`src/hdl/quadrature_decoder_irq_regs.vh`:
```
/*
  Register offsets, field positions, reset values and widths for the
  quadrature decoder interrupt enable block.
  Assumes a plain word-addressed register port with byte addresses.
*/
// Contract
// [RQ1] writing one to set register enables event
// [RQ2] writing one to clear register disables event
// [RQ3] both registers read back the shared enable mask
// [RQ4] report ready after period with nonzero motion
// [RQ5] double ready after period with nonzero doubles
// [RQ6] irq while flagged event enabled; zeros ignored
`ifndef QUAD_DECODER_IRQ_REGS_VH
`define QUAD_DECODER_IRQ_REGS_VH

// ----------------------------------------------------------------------
// bus geometry
// ----------------------------------------------------------------------
`define ADDR_W            12
`define DATA_W            32

// ----------------------------------------------------------------------
// register offsets
// ----------------------------------------------------------------------
`define OFS_IRQ_ENABLE_SET   12'h304
`define OFS_IRQ_ENABLE_CLEAR 12'h308
`define OFS_EVENT_STATUS     12'h400
`define OFS_REPORT_PERIOD    12'h404

// ----------------------------------------------------------------------
// event bit positions, shared by enable, status and clear registers
// ----------------------------------------------------------------------
`define EV_COUNT          5
`define EV_SAMPLE_READY   0
`define EV_REPORT_READY   1
`define EV_OVERFLOW       2
`define EV_DOUBLE_READY   3
`define EV_STOPPED        4

// ----------------------------------------------------------------------
// reset values and field widths
// ----------------------------------------------------------------------
`define IRQ_ENABLE_RESET  5'h00
`define EVENT_STATUS_RESET 5'h00
`define PERIOD_W          9
`define REPORT_PERIOD_RESET 9'h00A
`define MOTION_W          11
`define DOUBLE_W          4

`endif

```
`src/hdl/quadrature_decoder_irq_enable.v`:
```
/*
  Interrupt enable set/clear logic of the quadrature decoder, with the
  sticky event flags, report period gating and the interrupt output.
  Assumes the decoder core supplies its event pulses and accumulator
  values synchronous to clk_sys, and a register master that follows
  the one-cycle strobe protocol.
*/
// Implementation choice: the strobed register port.
`timescale 1ns/1ps
`default_nettype none
`include "quadrature_decoder_irq_regs.vh"

module quad_decoder_irq_enable (
  input  wire                        clk_sys,                       // 250 MHz system clock
  input  wire                        rst_n,                         // async reset, active low
  input  wire [`ADDR_W-1:0]          reg_addr,                      // register byte address
  input  wire [`DATA_W-1:0]          reg_wdata,                     // write data
  input  wire                        reg_wr,                        // write strobe
  input  wire                        reg_rd,                        // read strobe
  output reg  [`DATA_W-1:0]          reg_rdata,                     // read data, cycle after reg_rd
  input  wire                        sample_ready_event,            // pulse: new sample
  input  wire                        accumulator_overflow_event,    // pulse: accumulator overflow
  input  wire                        stopped_event,                 // pulse: decoder stopped
  input  wire [`MOTION_W-1:0]        motion_accumulator,            // motion accumulator value
  input  wire [`DOUBLE_W-1:0]        double_transition_accumulator, // double transition count
  output reg                         report_ready_event,            // pulse: report ready
  output reg                         double_ready_event,            // pulse: double ready
  output reg  [`EV_COUNT-1:0]        irq_enable,                    // current enable mask
  output reg                         irq                            // level interrupt
);

  // ------------------------------------------------------------------
  // reset release
  // ------------------------------------------------------------------
  reg rst_meta_n;
  reg rst_sync_n;
  // deassertion is synchronised so all flops leave reset on one edge

  always @(posedge clk_sys or negedge rst_n) begin
    if (!rst_n) begin
      rst_meta_n <= 1'b0;
      rst_sync_n <= 1'b0;
    end else begin
      rst_meta_n <= 1'b1;
      rst_sync_n <= rst_meta_n;
    end
  end

  // ------------------------------------------------------------------
  // address decode
  // ------------------------------------------------------------------
  // only one address matches at a time, so set and clear never meet
  wire hit_set;
  wire hit_clear;
  wire hit_status;
  wire hit_period;
  wire wr_set;
  wire wr_clear;
  wire wr_status;
  wire wr_period;

  assign hit_set    = (reg_addr == `OFS_IRQ_ENABLE_SET);
  assign hit_clear  = (reg_addr == `OFS_IRQ_ENABLE_CLEAR);
  assign hit_status = (reg_addr == `OFS_EVENT_STATUS);
  assign hit_period = (reg_addr == `OFS_REPORT_PERIOD);

  assign wr_set    = reg_wr && hit_set;
  assign wr_clear  = reg_wr && hit_clear;
  assign wr_status = reg_wr && hit_status;
  assign wr_period = reg_wr && hit_period;

  // ------------------------------------------------------------------
  // report period register and timer
  // ------------------------------------------------------------------
  reg  [`PERIOD_W-1:0] report_period_count;
  wire                 period_done;

  always @(posedge clk_sys or negedge rst_sync_n) begin
    if (!rst_sync_n) begin
      report_period_count <= `REPORT_PERIOD_RESET;
    end else if (wr_period) begin
      report_period_count <= reg_wdata[`PERIOD_W-1:0];
    end
  end

  // a period of zero behaves as one sample
  report_period_timer report_period_timer_inst (
    .clk_sys       (clk_sys),
    .rst_sync_n    (rst_sync_n),
    .sample_strobe (sample_ready_event),
    .period        (report_period_count),
    .period_done   (period_done)
  );

  // ------------------------------------------------------------------
  // report and double ready generation
  // ------------------------------------------------------------------
  // the accumulators are judged one cycle after the closing sample, once
  // the decoder core has folded that sample in
  wire next_report_ready;
  wire next_double_ready;

  assign next_report_ready = period_done &&
                             (motion_accumulator != {`MOTION_W{1'b0}});            // [RQ4]
  assign next_double_ready = period_done &&
                             (double_transition_accumulator != {`DOUBLE_W{1'b0}}); // [RQ5]

  always @(posedge clk_sys or negedge rst_sync_n) begin
    if (!rst_sync_n) begin
      report_ready_event <= 1'b0;
      double_ready_event <= 1'b0;
    end else begin
      report_ready_event <= next_report_ready;
      double_ready_event <= next_double_ready;
    end
  end

  // ------------------------------------------------------------------
  // enable mask, set and clear by writing ones
  // ------------------------------------------------------------------
  reg [`EV_COUNT-1:0] next_irq_enable;
  // zero bits in either write leave their enable untouched

  always @* begin
    next_irq_enable = irq_enable;
    if (wr_set) begin
      next_irq_enable = irq_enable | reg_wdata[`EV_COUNT-1:0];  // [RQ1] [RQ6]
    end
    if (wr_clear) begin
      next_irq_enable = irq_enable & ~reg_wdata[`EV_COUNT-1:0]; // [RQ2] [RQ6]
    end
  end

  always @(posedge clk_sys or negedge rst_sync_n) begin
    if (!rst_sync_n) begin
      irq_enable <= `IRQ_ENABLE_RESET;
    end else begin
      irq_enable <= next_irq_enable;
    end
  end

  // ------------------------------------------------------------------
  // sticky event flags, write one to clear, set wins
  // ------------------------------------------------------------------
  reg  [`EV_COUNT-1:0] event_status;
  wire [`EV_COUNT-1:0] event_hit;
  wire [`EV_COUNT-1:0] status_clr;
  wire [`EV_COUNT-1:0] next_event_status;

  assign event_hit[`EV_SAMPLE_READY] = sample_ready_event;
  assign event_hit[`EV_REPORT_READY] = report_ready_event;
  assign event_hit[`EV_OVERFLOW]     = accumulator_overflow_event;
  assign event_hit[`EV_DOUBLE_READY] = double_ready_event;
  assign event_hit[`EV_STOPPED]      = stopped_event;

  // an event on the edge of its own clear wins, so none is lost
  genvar gi;
  generate
    for (gi = 0; gi < `EV_COUNT; gi = gi + 1) begin : g_flag
      assign status_clr[gi]        = wr_status && reg_wdata[gi];
      assign next_event_status[gi] = event_hit[gi] | (event_status[gi] & ~status_clr[gi]);
    end
  endgenerate

  always @(posedge clk_sys or negedge rst_sync_n) begin
    if (!rst_sync_n) begin
      event_status <= `EVENT_STATUS_RESET;
    end else begin
      event_status <= next_event_status;
    end
  end

  // ------------------------------------------------------------------
  // interrupt output
  // ------------------------------------------------------------------
  always @(posedge clk_sys or negedge rst_sync_n) begin
    if (!rst_sync_n) begin
      irq <= 1'b0;
    end else begin
      // from next state, so irq moves on the same edge as status and mask
      irq <= |(next_event_status & next_irq_enable); // [RQ6]
    end
  end

  // ------------------------------------------------------------------
  // read path, data valid only in the cycle after the strobe
  // ------------------------------------------------------------------
  reg [`DATA_W-1:0] next_rdata;

  always @* begin
    next_rdata = {`DATA_W{1'b0}};
    if (reg_rd) begin
      case (reg_addr)
        `OFS_IRQ_ENABLE_SET: begin
          next_rdata[`EV_COUNT-1:0] = irq_enable; // [RQ3]
        end
        `OFS_IRQ_ENABLE_CLEAR: begin
          next_rdata[`EV_COUNT-1:0] = irq_enable; // [RQ3]
        end
        `OFS_EVENT_STATUS: begin
          next_rdata[`EV_COUNT-1:0] = event_status;
        end
        `OFS_REPORT_PERIOD: begin
          next_rdata[`PERIOD_W-1:0] = report_period_count;
        end
        default: begin
          // unmapped addresses read as zero
          next_rdata = {`DATA_W{1'b0}};
        end
      endcase
    end
  end

  always @(posedge clk_sys or negedge rst_sync_n) begin
    if (!rst_sync_n) begin
      reg_rdata <= {`DATA_W{1'b0}};
    end else begin
      reg_rdata <= next_rdata;
    end
  end

endmodule // quad_decoder_irq_enable
`default_nettype wire

```
`src/hdl/report_period_timer.v`:
```
/*
  Counts decoder samples and emits a one-cycle pulse each time the
  programmed number of samples has been gathered.
  Assumes sample_strobe is a one-cycle pulse synchronous to clk_sys;
  a period of zero is treated as one sample.
*/
`timescale 1ns/1ps
`default_nettype none
`include "quadrature_decoder_irq_regs.vh"

module report_period_timer (
  input  wire                   clk_sys,       // system clock
  input  wire                   rst_sync_n,    // synchronised reset, active low
  input  wire                   sample_strobe, // one new sample taken
  input  wire [`PERIOD_W-1:0]   period,        // samples per report
  output reg                    period_done    // pulse: period gathered
);

  reg  [`PERIOD_W-1:0] sample_count;
  wire                 last_sample;

  // ------------------------------------------------------------------
  // sample counter
  // ------------------------------------------------------------------
  assign last_sample = (sample_count >= period - {{(`PERIOD_W-1){1'b0}}, 1'b1}) ||
                       (period == {`PERIOD_W{1'b0}});

  always @(posedge clk_sys or negedge rst_sync_n) begin
    if (!rst_sync_n) begin
      sample_count <= {`PERIOD_W{1'b0}};
      period_done  <= 1'b0;
    end else begin
      period_done <= sample_strobe && last_sample;
      if (sample_strobe) begin
        if (last_sample) begin
          sample_count <= {`PERIOD_W{1'b0}};
        end else begin
          sample_count <= sample_count + {{(`PERIOD_W-1){1'b0}}, 1'b1};
        end
      end
    end
  end

endmodule // report_period_timer
`default_nettype wire
```
`config.mk`:
```
export PLATFORM = sky130hd
export DESIGN_NAME = quad_decoder_irq_enable
export DESIGN_NICKNAME = d
export VERILOG_FILES = /design/src/hdl/quadrature_decoder_irq_enable.v /design/src/hdl/report_period_timer.v
export VERILOG_INCLUDE_DIRS = /design/src /design/src/hdl
export SDC_FILE = /design/constraint.sdc
export NUM_CORES = 1
export LEC_CHECK = 0
export ABC_AREA = 1
export BUFFER_PORTS_ARGS = -buffer_cell sky130_fd_sc_hd__buf_2
export CAP_MARGIN = 0
export CORE_MARGIN = 4
export CORE_UTILIZATION = 53
export DETAILED_ROUTE_END_ITERATION = 6
export PLACE_DENSITY = 0.86
export SLEW_MARGIN = 10
export SYNTH_ARGS = -nofsm -noshare
export SYNTH_HDL_FRONTEND = slang
export SYNTH_HIERARCHICAL = 1
export SYNTH_SLANG_ARGS = --single-unit
```
`constraint.sdc`:
```
create_clock -name clk_sys -period 2.8 [get_ports clk_sys]
set_input_delay 0.7 -clock clk_sys [delete_from_list [all_inputs] [get_ports clk_sys]]
set_output_delay 0.7 -clock clk_sys [all_outputs]
set_load 0.02 [all_outputs]
```
### Word-level counts from Yosys, hierarchy flattened

Cells that the tools add are included.
Widths: inputs -> output; s select.

* flip-flop bits (word level): 43
* input bits: 66
* word-level logic and storage cells: 61

* add/subtract/negate cells: 2
* $lt $le $gt $ge: 1
* equality and inequality tests: 4
* muxes and demuxes: 6
* bitwise operators: 19
* reduce and logical (&&, ||, !) cells: 18

Operator list (count)
* $eq 12x10->1 const B: 2
* $eq 12x11->1 const B: 2
* $mux 9: 2
* $pmux 5 s3: 1
* $logic_and 1x1->1: 12
* $reduce_bool 11->1: 1
* $and 5x5->5: 2
* $mux 5: 2
* $add 9x1->9 const B: 1
* $ge 9x9->1: 1
* $logic_not 9->1: 1
* $sub 9x1->9 const B: 1
* $and 1x1->1: 5
* $not 1->1: 5
* $not 5->5: 1
* $or 1x1->1: 5
* $or 5x5->5: 1
* $reduce_or 5->1: 1
* $mux 4: 1
* $reduce_bool 4->1: 1
* $reduce_or 2->1: 1
* $logic_or 1x1->1: 1

### Depth between registers and ports, before layout

Gate-level depths: netlist (run 1).

* depth in word-level cells: 8
* gate-level depth with buffers: 13
* depth with buffers taken out: 13

### Cells and area by module

The synthesis (run 1) kept the hierarchy.

Modules (own cells, without submodules)
* quad_decoder_irq_enable: times used 1, cells each 208, area each 1749.2 sq um
* report_period_timer: times used 1, cells each 108, area each 904.6 sq um

### Least setup slack after synthesis (run 1)

No wires, ideal clock.

* path kind: register to register
* from: reg report_period_count[1]
* to: reg report_period_timer_inst.sample_count[1]
* setup time: 73 ps
* data arrival time: 1997 ps
* required time: 2727 ps
* setup slack: 730 ps
* cell stages (with the launch flop): 14
* cells stage by stage: dfstp_2 > inv_1 > ha_1 > nand2_2 > nor2_1 > xnor2_1 > ha_1 > nand2_1 > inv_1 > a21oi_1 > nand2_1 > nor2_2 > nand2_4 > a21oi_2

* word-level cells in the longest chain between the ends: 4
* elaborated cells on any way between the ends: 5

Ends and longest elaborated chain
* from (decl): line quadrature_decoder_irq_enable.v:75 `` reg [`PERIOD_W-1:0] report_period_count; ``
* from (signal assigned): line quadrature_decoder_irq_enable.v:80 `` report_period_count <= `REPORT_PERIOD_RESET; ``
* from (signal assigned): line quadrature_decoder_irq_enable.v:82 `` report_period_count <= reg_wdata[`PERIOD_W-1:0]; ``
* $sub 9x1->9: line report_period_timer.v:25 `` assign last_sample = (sample_count >= period - {{(`PERIOD_W-1){1'b0}}, 1'b1}) || ``
* $ge 9x9->1: line report_period_timer.v:25
* $logic_or 1x1->1 *: line report_period_timer.v:25
* $mux 9 *: line report_period_timer.v:35 `if (last_sample) begin`
* to (signal assigned): line report_period_timer.v:30 `` sample_count <= {`PERIOD_W{1'b0}}; ``
* to (signal assigned): line report_period_timer.v:36 `` sample_count <= {`PERIOD_W{1'b0}}; ``
* to (signal assigned): line report_period_timer.v:38 `` sample_count <= sample_count + {{(`PERIOD_W-1){1'b0}}, 1'b1}; ``
* to (decl): line report_period_timer.v:19 `` reg [`PERIOD_W-1:0] sample_count; ``

Every way passes the cells marked *; elsewhere a longest branch is shown, timed or not.
A chain may end at the register's enable or synchronous reset.

### Worst setup path after layout (run 1)

* from: reg report_period_count[1]
* to: reg report_period_timer_inst.sample_count[5]

Same word-level chain as after synthesis.

==> qor.csv, run 1 <==
metric,value,unit
number of synthesized flops with an enable pin,0,
"Distinct cells, synth",34,
Adder-Cell Fraction of Synth Area,5.19,%
Nets,456,
TritonCTS clock tree,yes,
share of cells above drive strength 1,30.0,%
H-tree levels,2,
initial antenna violation count,0,
Synth Area in XOR/XNOR,3.96,%
Worst R2R End,report_period_timer_inst/sample_count[5]$_DFFE_PN0P_,
Die Span Y,78.8,µm
# IOs,106,
clk_skew,0.00682,ns
post-route cell area,3020,µm²
FILL cells,397,
ys flop type,dfrtp_1,
Worst Hold Slack,0.179,ns
"Arr. time, crit path",2.63,ns
WP data required,3.03,ns
Metal-1 WL,2170,µm
sequential share of power,52.4,%
CTS Buffer Depth,2,
Root Buffer,clkbuf_8,
IO Port Bufs,59,
number of diodes,0,
post-synthesis mux area share,0.377,%
Initial Util,55.5,%
# hold bufs at CTS,0,
yosys warns,6,
clock sink count,43,
combinational share of power,18.4,%
via/cell ratio,4.93,
drt total wl,5610,µm
CP Class,register to register,
syn avg cell area,8.40,µm²
Row Count,25,
R2R Setup Slk,0.39,ns
DP Area,2930,µm²
post-CTS sizing,0,
largest family of logic cells by synthesized area,simple AND/OR/NAND/NOR gates,
register area share after synthesis,40.6,%
first-pass GRT wire length,9660,µm
Core Area,4790,µm²
vias in the first global route,2192,
Pwr Total,0.00138,W
CTS Buf Count,5,
maximum vdd drop,0.232,mV
cell leakage power,1.64,nW
first-pass detailed-route iteration total,4,
total congestion overflow,0,
max cap viols,0,
setup TNS,0,ns
CP Max Fanout,9,
Compound-Gate Fraction of Synth Area,10.7,%
worst reg-to-reg path cell count,13,
CP startpoint,report_period_count[1]$_DFFE_PN1P_,
DR WL/cell,12.6,µm
Final setup viols,0,
via count,2204,
RSZ-0062 raised after global routing,no,
largest net degree at the start of global routing,31,
kind of end point of the critical path,register,
Internal,0.000944,W
f_max,416,MHz
die width,78.8,µm
area grow syn2layout,13.9,%
DRC,0,
Clk pwr share,29.1,%
pwr/cell area,456,nW/µm²
ys async rst share,100,%
met2 routed WL,2890,µm
P_sw,0.000434,W
Max Used Layer,met4,
final cell count without fillers,447,
Clock Latency Late Sink,0.30,ns
CTS clock-pin slew for the worst setup and hold paths,0.08,ns
outcome,"finished, final reports clean",
fin crit period,2.41,ns
worst hold path class,primary input to async pin,
Sw Ratio,31.5,%
Iter 0 DRT Violations,74,
Final Hold Fails,0,
Total GRT Usage,19.7,%
routed wl met3,410,µm
placed insts,439,
"Setup Fix Bufs, Post-CTS",0,
fin crit share,85.9,%
Post-Synth Simple-Gate Area,25.6,%
Post-Syn Area,2650,µm²
full die area,6200,µm²
DP HPWL,4540,µm
max-slew violations,0,
Final ANT Viol Nets,0,
Final Wtd Congestion,0.865,
startpoint types,register,
Yosys reg bits,43,
cell count after synthesis,316,
r2r startpoint,report_period_count[1]$_DFFE_PN1P_,
## cells in the mapped netlist, types with 2 or more instances
cell      count  area share, %
nor2_2        8            1.9
nor2_1       30            4.2
nand3_2       4            1.5
nor3_2        3            1.1
buf_4        23            6.5
xor2_1        6            2.0
buf_2         2           0.38
o21bai_1      5            1.4
nor4_1        3           0.71
nand2_1      65            9.2
inv_1        34            4.8
o21ai_1       7            1.3
dfrtp_1      41             39
dfstp_2       2            2.0
nor3_1        2           0.38
nand4_1       8            1.9
a21oi_1      15            2.8
conb_1        2           0.28
nor2_4        3            1.3
inv_2         7           0.99
ha_1         11            5.2
nand2_2       3           0.71
a21oi_2      10            3.3
nand2_4       2           0.85
nand3_1       6            1.1
xnor2_1       6            2.0
## per-stage QoR
step	setup slack, ns	util, %
floorplan	0.730	-
CTS	0.407	63.1
global route	0.205	63.1
global placement	0.595	61.2
finish	0.394	63.1
detailed placement	0.436	61.2
## per-layer routing
| metal | up-vias | global-route usage (%) |
|---|---|---|
| met5 | - | 0 |
| met4 | 0 | 8.57 |
| met3 | 16 | 4.31 |
| met2 | 90 | 35.5 |
| met1 | 1008 | 22.4 |
| li1 | 1090 | - |
## flip-flops by register name, indices dropped and copies added (netlist names)
signal / count
double_ready_event: 1
event_status: 5
irq: 1
irq_enable: 5
reg_rdata: 9
report_period_count: 9
report_period_timer_inst/period_done: 1
report_period_timer_inst/sample_count: 9
report_ready_event: 1
rst_meta_n: 1
rst_sync_n: 1
## how the worst max path moves through the flow
stage | endpoint | slack, ns | cells past startpoint
detailed placement | report_period_timer_inst/sample_count[5]$_DFFE_PN0P_ | 0.44 | 13
floorplan | report_period_timer_inst/sample_count[1]$_DFFE_PN0P_ | 0.73 | 13
CTS | report_period_timer_inst/sample_count[5]$_DFFE_PN0P_ | 0.41 | 13
global placement | report_period_timer_inst/sample_count[1]$_DFFE_PN0P_ | 0.59 | 13
global route | report_period_timer_inst/sample_count[5]$_DFFE_PN0P_ | 0.21 | 13
finish | report_period_timer_inst/sample_count[5]$_DFFE_PN0P_ | 0.39 | 13
## critical path: stages (launching register included)
cell     delay [ns]
dfstp_2        0.58
inv_1          0.05
ha_1           0.22
nand2_2        0.12
nor2_1         0.07
xnor2_1        0.13
ha_1           0.30
nand2_1        0.12
inv_1          0.06
a21oi_1        0.16
nand2_1        0.08
nor2_2         0.15
nand2_4        0.15
a21oi_2        0.15
## layout make-up
class / instances / area [µm²] / share of cell area, %
Clock buffer: 5 / 68.8 / 2.28
Clock inverter: 3 / 23.8 / 0.787
Inverter: 42 / 158 / 5.22
Multi-Input combinational cell: 227 / 1310 / 43.2
Sequential cell: 43 / 1080 / 35.7
Tap cell: 67 / 83.8 / 2.77
Timing Repair Buffer: 60 / 303 / 10.0
## power groups by stage
stage | Combinational (W) | Clock [W] | Sequential [W]
after floorplan | 0.000212 | 0 | 0.000727
after global placement | 0.000241 | 0 | 0.000733
after detailed placement | 0.000256 | 0 | 0.000735
after CTS | 0.000257 | 0.000415 | 0.000723
after global routing | 0.000289 | 0.000441 | 0.000730
final | 0.000254 | 0.000402 | 0.000723
## kinds of logic after synthesis
| group | after synthesis |
|---|---|
| buffers and inverters | 68 |
| adder cells (fa/ha/maj) | 11 |
| AND/OR/NAND/NOR | 138 |
| XOR/XNOR | 12 |
| other | 2 |
| multiplexers | 1 |
| flip-flops | 43 |
| AO/OA/AOI/OAI | 41 |
## layout by cell type, fill, tap and decap left out, types with 2 or more instances in the layout
cell,Yosys,final
nor3_1,2,2
inv_2,7,7
nand2_2,3,3
nand2_4,2,2
conb_1,2,24
inv_1,34,34
nor2_2,8,8
clkinvlp_4,0,2
o21bai_1,5,5
buf_2,2,59
nor2_4,3,3
nand4_1,8,8
dfrtp_1,41,41
clkbuf_8,0,5
nand3_1,6,6
dfstp_2,2,2
o21ai_1,7,7
a21oi_2,10,10
xor2_1,6,6
nand3_2,4,4
xnor2_1,6,6
nor4_1,3,3
nor2_1,30,30
nand2_1,65,65
nor3_2,3,3
a21oi_1,15,15
ha_1,11,11
No activity file was read; power rests on OpenSTA's default activity.
==> run 2, diff against run 1 <==
Settings changed: GPL_TIMING_DRIVEN set to 0.
==> qor.csv, run 2 (synthesized netlist as in run 1, its figures left out) <==
metric,value,unit,change
"most common cell after layout, fill and taps aside",nand2_1,,unchanged
Core Area,4790,µm²,unchanged
worst hold path class,primary input to async pin,,unchanged
post-CTS sizing,0,,unchanged
IO Port Bufs,58,,was 59
final cell count without fillers,472,,was 447
maximum vdd drop,0.235,mV,was 0.232 mV
initial antenna violation count,0,,unchanged
peak per-stage delay on the critical path,0.57,ns,was 0.58 ns
pwr/cell area,432,nW/µm²,was 456 nW/µm²
Total GRT Usage,19.6,%,was 19.7%
crit-path cells,inv_1 -> ha_1 -> nand2_2 -> nor2_1 -> xnor2_1 -> ha_1 -> nand2_1 -> inv_1 -> a21oi_1 -> nand2_1 -> nor2_2 -> nand2_4 -> a21oi_2,,unchanged
CP Max Fanout,9,,unchanged
startpoint types,register,,unchanged
kind of end point of the critical path,register,,unchanged
number of diodes,0,,unchanged
max-slew violations,0,,unchanged
Clock Latency Late Sink,0.29,ns,was 0.30 ns
via count,2233,,"was 2,204"
worst reg-to-reg path cell count,13,,unchanged
Row Count,25,,unchanged
DRC,0,,unchanged
# hold bufs at CTS,0,,unchanged
drt total wl,5570,µm,was 5610 µm
WP data required,3.03,ns,about the same
post-route cell area,3220,µm²,was 3020 µm²
Final setup viols,0,,unchanged
fin crit period,2.29,ns,was 2.41 ns
max cap viols,0,,unchanged
DR WL/cell,11.8,µm,was 12.6 µm
outcome,"finished, final reports clean",,unchanged
first-pass GRT wire length,9660,µm,unchanged
largest net degree at the start of global routing,26,,was 31
Final Wtd Congestion,0.900,,was 0.865
# IOs,106,,unchanged
f_max,436,MHz,was 416 MHz
most frequent cells in the layout,"nand2_1, buf_2, dfrtp_1",,unchanged
via/cell ratio,4.73,,was 4.93
RSZ-0062 raised after global routing,no,,unchanged
die width,78.8,µm,unchanged
Initial Util,55.5,%,unchanged
fin crit share,81.9,%,was 85.9%
Root Buffer,clkbuf_8,,unchanged
Worst R2R End,report_period_timer_inst/sample_count[3]$_DFFE_PN0P_,,was report_period_timer_inst/sample_count[5]$_DFFE_PN0P_
cell leakage power,1.78,nW,was 1.64 nW
r2r startpoint,report_period_count[1]$_DFFE_PN1P_,,unchanged
vias in the first global route,2258,,"was 2,192"
Nets,481,,was 456
CTS Buffer Depth,2,,unchanged
CP Class,register to register,,unchanged
area grow syn2layout,21.2,%,was 13.9%
FILL cells,379,,was 397
full die area,6200,µm²,unchanged
Pwr Total,0.00139,W,was 0.00138 W
TritonCTS clock tree,yes,,unchanged
clock sink count,43,,unchanged
Iter 0 DRT Violations,98,,was 74
biggest regs,"reg_rdata: 9 flops, report_period_count: 9 flops, report_period_timer_inst/sample_count: 9 flops",,unchanged
Die Span Y,78.8,µm,unchanged
placed insts,464,,was 439
DP Area,3130,µm²,was 2930 µm²
Final ANT Viol Nets,0,,unchanged
total congestion overflow,0,,unchanged
Worst path slowest cell,dfstp_2,,unchanged
"Setup Fix Bufs, Post-CTS",0,,unchanged
first-pass detailed-route iteration total,4,,unchanged
"Arr. time, crit path",2.52,ns,was 2.63 ns
R2R Setup Slk,0.51,ns,was 0.39 ns
Final Hold Fails,0,,unchanged
CP startpoint,report_period_count[1]$_DFFE_PN1P_,,unchanged
CTS clock-pin slew for the worst setup and hold paths,0.08,ns,about the same
Worst Hold Slack,0.173,ns,was 0.179 ns
share of cells above drive strength 1,34.3,%,was 30.0%
CTS Buf Count,5,,unchanged
setup TNS,0,ns,unchanged
H-tree levels,2,,unchanged
clk_skew,0.00563,ns,was 0.00682 ns
DP HPWL,4590,µm,was 4540 µm
run 2: cell types whose count changed in the layout (fill, tap and decap cells not counted), sizes merged:
cell,before,now
buf,60,85
clkbuf,5,6
clkinv,1,2
clkinvlp,2,1
inv,42,41
run 2: per-stage QoR:
step                worst slack [ns]  utilization [%]
floorplan                      0.730                -
global placement               0.564             65.0
detailed placement             0.512             65.4
CTS                            0.500             67.2
global route                   0.349             67.2
finish                         0.506             67.2
run 2: power by group:
group | leakage [nW] | internal [W] | switching, W
logic | 1.22 | 0.000128 | 0.000154
registers | 0.515 | 0.000662 | 0.0000629
clock network | 0.0412 | 0.000174 | 0.000209
run 2: cell type report:
cell class | count | area (µm²) | share of cell area, %
multi-input cells | 227 | 1310 | 40.6
well taps | 67 | 83.8 | 2.61
flip-flops and latches | 43 | 1080 | 33.6
repair buffers | 59 | 310 | 9.65
clock inverters | 2 | 12.5 | 0.389
plain buffers | 26 | 194 | 6.03
inverters | 42 | 158 | 4.90
clock buffers | 6 | 72.6 | 2.26
run 2: how the worst max path moves through the flow:
stage,to,cells past startpoint
4_1_cts,report_period_timer_inst/sample_count[3]$_DFFE_PN0P_,13
2_1_floorplan,report_period_timer_inst/sample_count[1]$_DFFE_PN0P_,13
5_1_grt,report_period_timer_inst/sample_count[5]$_DFFE_PN0P_,13
3_3_place_gp,report_period_timer_inst/sample_count[1]$_DFFE_PN0P_,13
6_report,report_period_timer_inst/sample_count[3]$_DFFE_PN0P_,13
3_5_place_dp,report_period_timer_inst/sample_count[3]$_DFFE_PN0P_,13
run 2: worst max-delay path, delay by kind of cell (launching register included):
kind	cells	cell delay (ns)
AO/OA/AOI/OAI	2	0.30
adder cells (fa/ha/maj)	2	0.51
XOR/XNOR	1	0.12
AND/OR/NAND/NOR	6	0.64
flip-flops	1	0.57
buffers and inverters	2	0.09
run 2: routing by layer:
metal	GRT usage, %	vias up	wire (µm)
met2	35.4	76	2820
li1	-	1134	-
met3	4.42	12	361
met1	23.1	1011	2280
met4	6.12	0	106
met5	0	-	0
==> run 3, diff against run 2 <==
Settings changed: CORE_UTILIZATION 53 to 44, PLACE_DENSITY 0.86 to 0.77.
Clock period 2.8 ns to 1.95 ns, I/O delays scaled along.
==> qor.csv, run 3 (synthesized netlist as in run 1, its figures left out) <==
metric,value,unit,change
Total GRT Usage,17.0,%,was 19.6%
maximum vdd drop,0.368,mV,was 0.235 mV
worst hold path class,register to async pin,,was primary input to async pin
share of cells above drive strength 1,40.0,%,was 34.3%
DP HPWL,4530,µm,was 4590 µm
vias in the first global route,2282,,"was 2,258"
Root Buffer,clkbuf_8,,unchanged
DR WL/cell,12.3,µm,was 11.8 µm
total congestion overflow,0,,unchanged
CTS clock-pin slew for the worst setup and hold paths,0.08,ns,about the same
largest net degree at the start of global routing,28,,was 26
Final Wtd Congestion,0.832,,was 0.900
Final ANT Viol Nets,0,,unchanged
die width,85.7,µm,was 78.8 µm
Final setup viols,10,,was 0
Initial Util,45.1,%,was 55.5%
first-pass detailed-route iteration total,4,,unchanged
"most common cell after layout, fill and taps aside",buf_2,,was nand2_1
Worst Hold Slack,0.176,ns,was 0.173 ns
number of diodes,0,,unchanged
WP data required,2.17,ns,was 3.03 ns
# IOs,106,,unchanged
most frequent cells in the layout,"buf_2, nand2_1, dfrtp_1",,"was nand2_1, buf_2, dfrtp_1"
cell leakage power,1.86,nW,was 1.78 nW
area grow syn2layout,28.8,%,was 21.2%
via/cell ratio,4.66,,was 4.73
initial antenna violation count,0,,unchanged
startpoint types,register,,unchanged
RSZ-0062 raised after global routing,yes,,was no
"Arr. time, crit path",2.51,ns,was 2.52 ns
final core occ,58.1,%,was 67.2%
H-tree levels,2,,unchanged
FILL cells,569,,was 379
DRC,0,,unchanged
CTS Buffer Depth,2,,unchanged
Worst Slack Setup Final,-0.340,ns,was 0.506 ns
CTS Buf Count,5,,unchanged
clk_skew,0.00936,ns,was 0.00563 ns
Nets,489,,was 481
fin crit share,117,%,was 81.9%
outcome,"complete, but fails checks",,"was finished, final reports clean"
max cap viols,0,,unchanged
max-slew violations,0,,unchanged
via count,2275,,"was 2,233"
pwr/cell area,627,nW/µm²,was 432 nW/µm²
drt total wl,6030,µm,was 5570 µm
violated checks,setup timing,,
full die area,7340,µm²,was 6200 µm²
TritonCTS clock tree,yes,,unchanged
fin crit period,2.29,ns,about the same
CP Max Fanout,5,,was 9
CP Class,register to register,,unchanged
Final Hold Fails,0,,unchanged
Clock Latency Late Sink,0.30,ns,was 0.29 ns
IO Port Bufs,58,,unchanged
Row Count,28,,was 25
first-pass GRT wire length,10000,µm,was 9660 µm
f_max,437,MHz,was 436 MHz
clock sink count,43,,unchanged
kind of end point of the critical path,register,,unchanged
Iter 0 DRT Violations,91,,was 98
biggest regs,"reg_rdata: 9 flops, report_period_count: 9 flops, report_period_timer_inst/sample_count: 9 flops",,unchanged
Die Span Y,85.7,µm,was 78.8 µm
Core Area,5890,µm²,was 4790 µm²
==> run 3: layout make-up <==
cell class                 count  area, µm²  area share [%]
buffer                        26        194            5.67
clock buffer                   6       72.6            2.12
clock inverter                 2       37.5            1.10
inverter                      42        158            4.61
multi-input combinational    228       1420            41.5
sequential                    43       1080            31.6
tap                           75       93.8            2.75
timing repair buffer          66        365            10.7
==> run 3: worst paths after layout <==
check	slack, ns	depth (start not counted)	to	from
min	0.18	0	irq_enable[0]$_DFF_PN0_	rst_sync_n$_DFF_PN0_
max	-0.34	12	report_period_timer_inst/period_done$_DFF_PN0_	report_period_count[4]$_DFFE_PN0P_
max reg2reg	-0.34	12	report_period_timer_inst/period_done$_DFF_PN0_	report_period_count[4]$_DFFE_PN0P_
min in group clk_sys	0.35	0	rst_sync_n$_DFF_PN0_	rst_meta_n$_DFF_PN0_
min reg2reg	0.18	0	irq_enable[0]$_DFF_PN0_	rst_sync_n$_DFF_PN0_
max in group asynchronous	1.24	1	report_period_count[1]$_DFFE_PN1P_	rst_sync_n$_DFF_PN0_
==> run 3: per-layer routing <==
metal	GRT usage, %	vias to the layer above	part of all wire, %
met5	0	-	0
met4	5.90	0	2.4
met3	4.13	16	6.2
met2	30.0	69	52
met1	20.1	1032	40
li1	-	1158	-
==> run 3: repair_timing <==
item	CTS	global route
buffers inserted	5	1
hold buffers	1	0
pin swaps	14	15
resized for setup	14	8
gates cloned	1	0
endpoints found under the setup margin	10	10
hold endpoints to repair	2	0
==> run 3: stage by stage <==
step	power (W)	setup TNS (ns)	cells	instance area (µm²)	setup slack (ns)
floorplan	0.00135	-0.518	338	2760	-0.0735
global placement	0.00144	-2.07	471	3140	-0.234
detailed placement	0.00147	-2.29	472	3160	-0.275
CTS	0.00216	-1.82	487	3380	-0.209
global route	0.00229	-3.71	488	3420	-0.431
finish	0.00214	-2.57	488	3420	-0.340
==> run 3: critical path: stages (launching register included) <==
cell and delay (ns):
dfrtp_1 0.46, nor2_2 0.23, nand2_2 0.12, nor2_4 0.14, xnor2_2 0.08, ha_1 0.31, nand2_2 0.07, nor2_2 0.18
nand3_1 0.14, nand2_2 0.12, nor2_4 0.06, buf_4 0.14, a21oi_2 0.16
==> run 3: report_power, final <==
| group | internal [W] | switching, W |
|---|---|---|
| registers | 0.000951 | 0.0000976 |
| clock network | 0.000382 | 0.000305 |
| logic | 0.000187 | 0.000222 |
